<file path="src/hdl/mctpwm_pkg.sv">
package mctpwm_pkg;
    // sizes
    localparam int unsigned NUM_TIMERS = 5;
    localparam int unsigned NUM_PINS = 4;
    localparam int unsigned ADDR_W = 8;
    // register offsets (byte addresses, one word each)
    localparam logic [7:0] OFS_PRESCALER_CONFIG = 8'h00;
    localparam logic [7:0] OFS_DIVIDER_SELECT_CONFIG = 8'h04;
    localparam logic [7:0] OFS_TIMER_CONTROL_WORD = 8'h08;
    localparam logic [7:0] OFS_INT_STATUS = 8'h0c;
    localparam logic [7:0] OFS_INT_MASK = 8'h10;
    localparam logic [2:0] BANK_COUNT_RELOAD_BUFFER = 3'h1; // 0x20 + 4*n
    localparam logic [2:0] BANK_COMPARE_RELOAD_BUFFER = 3'h2; // 0x40 + 4*n
    localparam logic [2:0] BANK_DOWN_COUNTER_VALUE = 3'h3; // 0x60 + 4*n, read only
    // prescaler_config fields
    localparam int unsigned POS_PRE0 = 0;
    localparam int unsigned POS_PRE1 = 8;
    localparam int unsigned POS_DEAD_LEN = 16;
    // divider_select_config fields: 4 bits per timer, dma select above
    localparam int unsigned DIV_SEL_W = 4;
    localparam int unsigned POS_DMA_SEL = 20;
    localparam logic [3:0] DIV_SEL_EXT = 4'h4; // codes 0..3 are 1/2..1/16
    // timer_control_bits: 4 bits per timer inside timer_control_word
    localparam int unsigned CTRL_W = 4;
    localparam int unsigned BIT_START = 0;
    localparam int unsigned BIT_UPDATE = 1;
    localparam int unsigned BIT_INVERT = 2;
    localparam int unsigned BIT_RELOAD = 3;
    localparam int unsigned BIT_DEAD_EN = 20;
    // reset values
    localparam logic [15:0] RST_WORD = 16'h0000;
    localparam logic [7:0] RST_BYTE = 8'h00;

    // one 16-bit count or compare value
    typedef logic [15:0] mctpwm_word_t;

    // whole state of the timer block
    typedef struct packed {
        logic [7:0] pre0;
        logic [7:0] pre1;
        logic [7:0] dead_len;
        logic [19:0] div_sel;
        logic [3:0] dma_sel;
        logic [20:0] ctrl;
        logic [NUM_TIMERS-1:0][15:0] cntb;
        logic [NUM_TIMERS-1:0][15:0] cmpb;
        logic [NUM_TIMERS-1:0][15:0] cnt;
        logic [NUM_TIMERS-1:0][15:0] cmp;
        logic [NUM_TIMERS-1:0] level;
        logic [NUM_TIMERS-1:0] start_q;
        logic [NUM_TIMERS-1:0] int_status;
        logic [NUM_TIMERS-1:0] int_mask;
        logic [7:0] dead_cnt;
        logic dead_prev;
        logic [NUM_PINS-1:0] wave;
        logic [31:0] rdata;
    } mctpwm_state_s;

    // state of one prescaler with its divider
    typedef struct packed {
        logic [7:0] pre_cnt;
        logic [3:0] div_cnt;
        logic pre_tick;
        logic [3:0] div_tick;
        logic ext_prev;
        logic ext_tick;
    } mctpwm_div_s;
endpackage

</file>
<file path="src/hdl/mctpwm_timer.sv">
`timescale 1ns/1ps
module mctpwm_timer (
    // clock and reset
    input wire logic mclk_i,
    input wire logic rst_n_i,
    // register port
    input wire logic [mctpwm_pkg::ADDR_W-1:0] addr_i,
    input wire logic [31:0] wdata_i,
    input wire logic wr_i,
    input wire logic rd_i,
    output logic [31:0] rdata_o,
    // external timer clocks, one per prescaler group
    input wire logic [1:0] external_timer_clock_i,
    // pins and interrupt
    output logic [mctpwm_pkg::NUM_PINS-1:0] timer_wave_output_o,
    output logic irq_o
);
    import mctpwm_pkg::*;

    mctpwm_state_s st; // registered state
    mctpwm_state_s next_st; // next state

    logic [1:0] pre_tick; // prescaler ticks per group
    logic [1:0][3:0] div_tick; // divider taps per group
    logic [1:0] ext_tick; // external clock edges per group
    logic [NUM_TIMERS-1:0] tick; // selected timer clock per timer
    logic [NUM_TIMERS-1:0] zero_evt; // counter reached zero this cycle
    logic [NUM_TIMERS-1:0] dma_mask; // timer routed to dma instead of irq
    logic [NUM_TIMERS-1:0] level_out; // level after inverter
    logic wr_reg; // write to a plain register word
    logic [2:0] bank; // bank of per-timer registers
    logic [2:0] idx; // timer index inside a bank
    logic idx_ok; // index names a timer

    // two shared prescalers, one per group
    mctpwm_clkdiv u_div_a (
        .mclk_i(mclk_i),
        .rst_n_i(rst_n_i),
        .prescale_i(st.pre0),
        .ext_clk_i(external_timer_clock_i[0]),
        .pre_tick_o(pre_tick[0]),
        .div_tick_o(div_tick[0]),
        .ext_tick_o(ext_tick[0])
    );

    mctpwm_clkdiv u_div_b (
        .mclk_i(mclk_i),
        .rst_n_i(rst_n_i),
        .prescale_i(st.pre1),
        .ext_clk_i(external_timer_clock_i[1]),
        .pre_tick_o(pre_tick[1]),
        .div_tick_o(div_tick[1]),
        .ext_tick_o(ext_tick[1])
    );

    // per-timer clock selection and dma routing
    for (genvar n = 0; n < NUM_TIMERS; n++) begin : g_sel
        localparam int unsigned GRP = (n < 2) ? 0 : 1; // prescaler group
        logic [3:0] sel; // divider code of this timer
        assign sel = st.div_sel[n*DIV_SEL_W +: DIV_SEL_W];
        // divider picks tap or external clock
        assign tick[n] = (sel < DIV_SEL_EXT) ? div_tick[GRP][sel[1:0]] : ext_tick[GRP];
        // dma code n+1 silences timer n
        assign dma_mask[n] = (st.dma_sel == 4'(n + 1));
        // inverter applied after the level flop
        assign level_out[n] = st.level[n] ^ st.ctrl[n*CTRL_W + BIT_INVERT];
    end

    // register address decode
    assign bank = addr_i[7:5];
    assign idx = addr_i[4:2];
    assign idx_ok = (addr_i[1:0] == 2'h0) && (idx < 3'(NUM_TIMERS));
    assign wr_reg = wr_i && (bank == 3'h0);

    // next state: bus writes, reads, counters, interrupts, dead zone
    always_comb begin
        next_st = st;
        zero_evt = '0;
        // read data stands for one cycle after the strobe
        next_st.rdata = 32'h0000_0000;
        if (rd_i) begin
            if (addr_i == OFS_PRESCALER_CONFIG) begin
                next_st.rdata = {8'h00, st.dead_len, st.pre1, st.pre0};
            end else if (addr_i == OFS_DIVIDER_SELECT_CONFIG) begin
                next_st.rdata = {8'h00, st.dma_sel, st.div_sel};
            end else if (addr_i == OFS_TIMER_CONTROL_WORD) begin
                next_st.rdata = {11'h000, st.ctrl};
            end else if (addr_i == OFS_INT_STATUS) begin
                next_st.rdata = {27'h0, st.int_status};
            end else if (addr_i == OFS_INT_MASK) begin
                next_st.rdata = {27'h0, st.int_mask};
            end else if (idx_ok && bank == BANK_COUNT_RELOAD_BUFFER) begin
                next_st.rdata = {16'h0000, st.cntb[idx]};
            end else if (idx_ok && bank == BANK_COMPARE_RELOAD_BUFFER) begin
                next_st.rdata = {16'h0000, st.cmpb[idx]};
            end else if (idx_ok && bank == BANK_DOWN_COUNTER_VALUE) begin
                // live counter, not the reload buffer
                next_st.rdata = {16'h0000, st.cnt[idx]};
            end
        end
        // plain register writes
        if (wr_reg && addr_i == OFS_PRESCALER_CONFIG) begin
            next_st.pre0 = wdata_i[POS_PRE0 +: 8];
            next_st.pre1 = wdata_i[POS_PRE1 +: 8];
            next_st.dead_len = wdata_i[POS_DEAD_LEN +: 8];
        end
        if (wr_reg && addr_i == OFS_DIVIDER_SELECT_CONFIG) begin
            next_st.div_sel = wdata_i[19:0];
            next_st.dma_sel = wdata_i[POS_DMA_SEL +: 4];
        end
        if (wr_reg && addr_i == OFS_TIMER_CONTROL_WORD) begin
            next_st.ctrl = wdata_i[20:0];
        end
        if (wr_reg && addr_i == OFS_INT_MASK) begin
            next_st.int_mask = wdata_i[NUM_TIMERS-1:0];
        end
        // buffer writes never disturb the running period
        if (wr_i && idx_ok && bank == BANK_COUNT_RELOAD_BUFFER) begin
            next_st.cntb[idx] = wdata_i[15:0];
        end
        if (wr_i && idx_ok && bank == BANK_COMPARE_RELOAD_BUFFER) begin
            next_st.cmpb[idx] = wdata_i[15:0];
        end
        // per-timer counting
        for (int n = 0; n < NUM_TIMERS; n++) begin
            next_st.start_q[n] = st.ctrl[n*CTRL_W + BIT_START];
            if (st.ctrl[n*CTRL_W + BIT_UPDATE]) begin
                next_st.cnt[n] = st.cntb[n];
                next_st.cmp[n] = st.cmpb[n];
                next_st.level[n] = 1'b0;
            end else if (st.ctrl[n*CTRL_W + BIT_START] && !st.start_q[n] && st.cnt[n] == RST_WORD) begin
                next_st.cnt[n] = st.cntb[n];
                next_st.cmp[n] = st.cmpb[n];
                next_st.level[n] = 1'b0;
            end else if (st.ctrl[n*CTRL_W + BIT_START] && tick[n]) begin
                // only a running timer counts or reloads
                if (st.cnt[n] != RST_WORD) begin
                    // count down one per timer tick
                    next_st.cnt[n] = st.cnt[n] - 16'h0001;
                    if (st.cnt[n] - 16'h0001 == st.cmp[n]) begin
                        next_st.level[n] = 1'b1;
                    end
                    if (st.cnt[n] == 16'h0001) begin
                        zero_evt[n] = 1'b1;
                    end
                end else if (st.ctrl[n*CTRL_W + BIT_RELOAD]) begin
                    // reload on the tick after zero
                    next_st.cnt[n] = st.cntb[n];
                    next_st.cmp[n] = st.cmpb[n];
                    next_st.level[n] = 1'b0;
                end
                // one-shot holds at zero, no more counting
            end
        end
        // dma timer sets no status; set beats clear
        next_st.int_status = st.int_status & ~((wr_reg && addr_i == OFS_INT_STATUS) ? wdata_i[4:0] : 5'h00);
        next_st.int_status = next_st.int_status | (zero_evt & ~dma_mask);
        // dead zone on timer 0, counted in prescaler A ticks
        next_st.dead_prev = level_out[0];
        if (level_out[0] != st.dead_prev) begin
            next_st.dead_cnt = st.dead_len;
        end else if (pre_tick[0] && st.dead_cnt != RST_BYTE) begin
            next_st.dead_cnt = st.dead_cnt - 8'h01;
        end
        // four pins from timers 0..3 (pin 1 from inverted timer 0 when dead zone is on), timer 4 internal
        next_st.wave = level_out[NUM_PINS-1:0];
        if (st.ctrl[BIT_DEAD_EN]) begin
            // both sides held low during the gap
            next_st.wave[0] = level_out[0] && (next_st.dead_cnt == RST_BYTE) && (level_out[0] == st.dead_prev);
            next_st.wave[1] = !level_out[0] && (next_st.dead_cnt == RST_BYTE) && (level_out[0] == st.dead_prev);
        end
    end

    // state register, synchronous reset
    always_ff @(posedge mclk_i) begin
        if (!rst_n_i) begin
            st <= '0;
        end else begin
            st <= next_st;
        end
    end

    // outputs
    assign rdata_o = st.rdata;
    assign timer_wave_output_o = st.wave;
    assign irq_o = |(st.int_status & st.int_mask);
endmodule // mctpwm_timer

</file>
<file path="src/hdl/mctpwm_clkdiv.sv">
`timescale 1ns/1ps
// one 8-bit prescaler with its 1/2..1/16 divider taps and external tick
module mctpwm_clkdiv (
    // clock and reset
    input wire logic mclk_i,
    input wire logic rst_n_i,
    // configuration
    input wire logic [7:0] prescale_i,
    input wire logic ext_clk_i,
    // ticks, one cycle each
    output logic pre_tick_o,
    output logic [3:0] div_tick_o,
    output logic ext_tick_o
);
    import mctpwm_pkg::*;

    mctpwm_div_s st; // registered state
    mctpwm_div_s next_st; // next state

    // prescaler counts down, divider advances on each prescaler tick
    always_comb begin
        next_st = st;
        next_st.pre_tick = 1'b0;
        next_st.div_tick = 4'h0;
        if (st.pre_cnt == 8'h00) begin
            // divide by value plus one
            next_st.pre_cnt = prescale_i;
            next_st.pre_tick = 1'b1;
            next_st.div_cnt = st.div_cnt + 4'h1;
            for (int k = 0; k < 4; k++) begin
                // tap k fires every 2^(k+1) prescaler ticks
                next_st.div_tick[k] = &(st.div_cnt | ~(4'hf >> (3 - k)));
            end
        end else begin
            next_st.pre_cnt = st.pre_cnt - 8'h01;
        end
        // rising edge of the external timer clock
        next_st.ext_prev = ext_clk_i;
        next_st.ext_tick = ext_clk_i & ~st.ext_prev;
    end

    // state register, synchronous reset
    always_ff @(posedge mclk_i) begin
        if (!rst_n_i) begin
            st <= '0;
        end else begin
            st <= next_st;
        end
    end

    assign pre_tick_o = st.pre_tick;
    assign div_tick_o = st.div_tick;
    assign ext_tick_o = st.ext_tick;
endmodule // mctpwm_clkdiv

</file>
<file path="config.mk">
export PLATFORM = sky130hd
export DESIGN_NAME = mctpwm_timer
export DESIGN_NICKNAME = d
export VERILOG_FILES = /design/src/hdl/mctpwm_pkg.sv /design/src/hdl/mctpwm_timer.sv /design/src/hdl/mctpwm_clkdiv.sv
export SDC_FILE = /design/constraint.sdc
export NUM_CORES = 1
export LEC_CHECK = 0
export ABC_AREA = 0
export BUFFER_PORTS_ARGS = -buffer_cell sky130_fd_sc_hd__buf_2
export CELL_PAD_IN_SITES_DETAIL_PLACEMENT = 2
export CELL_PAD_IN_SITES_GLOBAL_PLACEMENT = 2
export CORE_AREA = 2 2 257 259
export DETAILED_ROUTE_END_ITERATION = 7
export DIE_AREA = 0 0 259 261
export GPL_TIMING_DRIVEN = 0
export PLACE_DENSITY = 0.88
export SYNTH_ARGS = -nofsm -noshare
export SYNTH_HDL_FRONTEND = slang
export SYNTH_SLANG_ARGS = --single-unit
</file>
<file path="constraint.sdc">
create_clock -name mclk_i -period 3 [get_ports mclk_i]
set_input_delay 0.6 -clock mclk_i [delete_from_list [all_inputs] [get_ports mclk_i]]
set_output_delay 0.6 -clock mclk_i [all_outputs]
set_load 0.005 [all_outputs]
</file>
==> impl_metrics.toml <==
[run_status]
status = "finished with violations"
violations = "max-capacitance violations, max-slew violations, negative setup slack"

[placed_design]
placed_area_um2 = 25800
gp_congestion = 1.07
hpwl_mm = 104
portBuffers = 63

[sta]
period_needed_ns = 3.12
rsz0062_at_grt = "yes"
finalSetupViolCount = 9
fin_ws_ns = -0.123
fmax_mhz = 320
relSlewSlack_pct = -4.28
fin_worst_hold_slack_ns = 0.225
finalMaxSlewViolations = 22
tns_ns = -0.422
post-route-period-util_pct = 104
fin_skew_ns = 0.0198
finalHoldViolCount = 0
worst_slew_pin_slew_ns = 1.56

[power_and_ir_drop]
power_leakage_nw = 10.1
vdd_ir_drop_max_mv = 0.414
power_density_nw_per_um2 = 530

[final_layout]
drive_above_1_share_pct = 13.2
multi_input_area_um2 = 14000
layout.nets = 3216
nFillCells = 7291
final_cell_area_um2 = 28100
regArea_um2 = 9330
syn_to_final_growth_pct = 15.4

[drt]
ant_nets = 0
drc_errors = 0
vias = 26000
routed_via_density = 6.41
detail_route.wl_per_cell_um = 34.3
drt_wl_total_mm = 139
dr.pass1.iters = 5
drtIter0Drc = 2499

[logic_synthesis]
synth-warning-count = 0
syn_area_um2 = 24300
yosysUniqueCellTypes = 88
ys.flop_type = "dfxtp_1"
synth_top_cell_area_share_pct = 38.3
ys_ff_latch = 466
synth_top_area_cell = "dfxtp_1"
synth_area_leaders = "dfxtp_1 (38%), nand2_1 (7.3%), mux2i_1 (7.3%), a21oi_1 (6.6%), nor2_1 (5.1%)"
netlist_instances = 3014
synth_commonest_cells = "nand2_1 (474), dfxtp_1 (466), nor2_1 (328)"
synth-edff-count = 0
seq_area_frac_synth_pct = 38.3
synthArstFlopShare_pct = 0
yosysMostFrequentCell = "nand2_1"
syn_avg_cell_area_um2 = 8.08

[global_route]
grt_usage_pct = 39.8
grt_max_degree = 14
grt_overflow = 0
grt_pass1_vias = 26700
antenna_found_initial = 9
grt_pass1_wl_mm = 194

[run]
max_cap_viol_count = 2

[clock_network]
cts.path.max_buffers = 3
clock-sinks = 466
path_clk_slew_ns = 0.06
ctsHoldBuffers = 0
cts_root_buffer = "clkbuf_16"
cts_tree = "built"
cts_made_buffers = 55
clk_latency_ns = 0.63
cts_max_level = 2

[setup_path]
worstSetupStartpoint = "addr_i[4]"
worstPathArrival_ns = 3.59
r2r_start = "st[177]"
critPathMaxFanout = 10
critPathLaunchType = "input port"
reg2reg_depth = 10
critPathRequiredTime_ns = 3.47
crit_type = "input port to flop"
end_kind = "flop"

[worst_hold_path]
hp-start = "external_timer_clock_i[1]"
hold_class = "input port to flop"
whs_path_depth = 2

[floorplan]
rows = 94
fp.dieW_um = 259
io_pins = 83
core_um2 = 65000
initial_core_util_pct = 37.4
die_y_um = 261
dieArea_um2 = 67600
==> critical path, cell delays in order <==
cell and delay, ns:
buf_2 0.36, clkinv_1 0.38, nor2_1 0.75, nor2_1 0.17
clkbuf_2 0.32, a31oi_1 0.26, o21ai_0 0.27, a22oi_1 0.35
a211oi_1 0.11
==> per-stage QoR <==
step,cells,total power [mW],worst slack (ns),util (%)
6_report,4059,14.9,-0.123,43.2
5_1_grt,4058,15.2,-0.0753,43.2
2_1_floorplan,3021,7.39,0.265,-
4_1_cts,4051,14.8,-0.0214,42.8
3_5_place_dp,3948,8.00,-1.58,39.6
3_3_place_gp,3948,7.88,-1.58,39.6
==> timing repair <==
action | in CTS | in global routing
setup buffers | 7 | 9
endpoints found under the setup margin | 249 | 220
pin swaps | 4 | 9
resized for setup | 65 | 78
endpoints found under the hold margin | 0 | 0
==> per-layer routing <==
metal	track usage [%]	routed length, um	share of wire [%]	up-vias
met5	0	65	0.047	-
met4	25.8	11300	8.1	10
met3	6.38	10500	7.6	463
met2	63.9	61800	44	1306
met1	49.9	55500	40	13400
li1	-	-	-	10900
==> flip-flops by register name (all words and copies together), names as in the netlist, 4 cells and up <==
register,flops
g_sel.sel,20
next_st,5
rdata_o,24
st,376
timer_wave_output_o,4
u_div_a.div_tick_o,4
u_div_a.st,13
u_div_b.div_tick_o,4
u_div_b.st,13
==> cells in the final DEF (no fill, tap or decap), types with 27 or more instances in the layout <==
cell type,n
xor2_1,37
o21ai_0,116
nand3_1,49
clkbuf_2,27
dfxtp_1,462
clkbuf_1,160
nor2_1,324
nand2_1,473
buf_4,60
inv_1,41
mux4_2,35
mux2i_1,176
xnor2_1,52
nor3_1,73
clkbuf_16,55
a21oi_1,321
buf_2,93
a22oi_1,29
and2_1,27
==> path summary, 6_finish.rpt <==
path | endpoint | slack, ns
max | rdata_o[4] | -0.12
min reg2reg | u_div_b.ext_tick_o | 0.41
max reg2reg | st[62] | 0.02
min | u_div_b.st[1] | 0.22
==> final cells by class <==
type / count / share of cell area [%]
Multi-Input combinational cell: 2237 / 49.7
Sequential cell: 466 / 33.2
Clock buffer: 73 / 5.43
Buffer: 269 / 4.71
Tap cell: 864 / 3.85
Timing Repair Buffer: 79 / 1.55
Clock inverter: 27 / 0.909
Inverter: 43 / 0.575
Antenna cell: 1 / 0.00891
==> power breakdown <==
group          internal (mW)  switching [mW]
Clock                   3.90            3.01
Combinational          0.443            1.12
Sequential              6.30           0.115
==> cell families (layout without fill, tap and decap cells) <==
| group | count (synthesis) | count (layout) | synth area share, % |
|---|---|---|---|
| xor gates and xnor gates | 91 | 91 | 3.27 |
| muxes | 231 | 231 | 11.4 |
| AOI/OAI and AO/OA | 736 | 736 | 18.5 |
| adders and majority gates | 19 | 19 | 0.977 |
| buffers and inverters | 318 | 491 | 5.83 |
| and+or+nand+nor | 1152 | 1152 | 21.7 |
| other | 1 | 9 | 0.0154 |
| DFF | 466 | 466 | 38.3 |
Note: power is estimated with default switching activity, not from simulation.
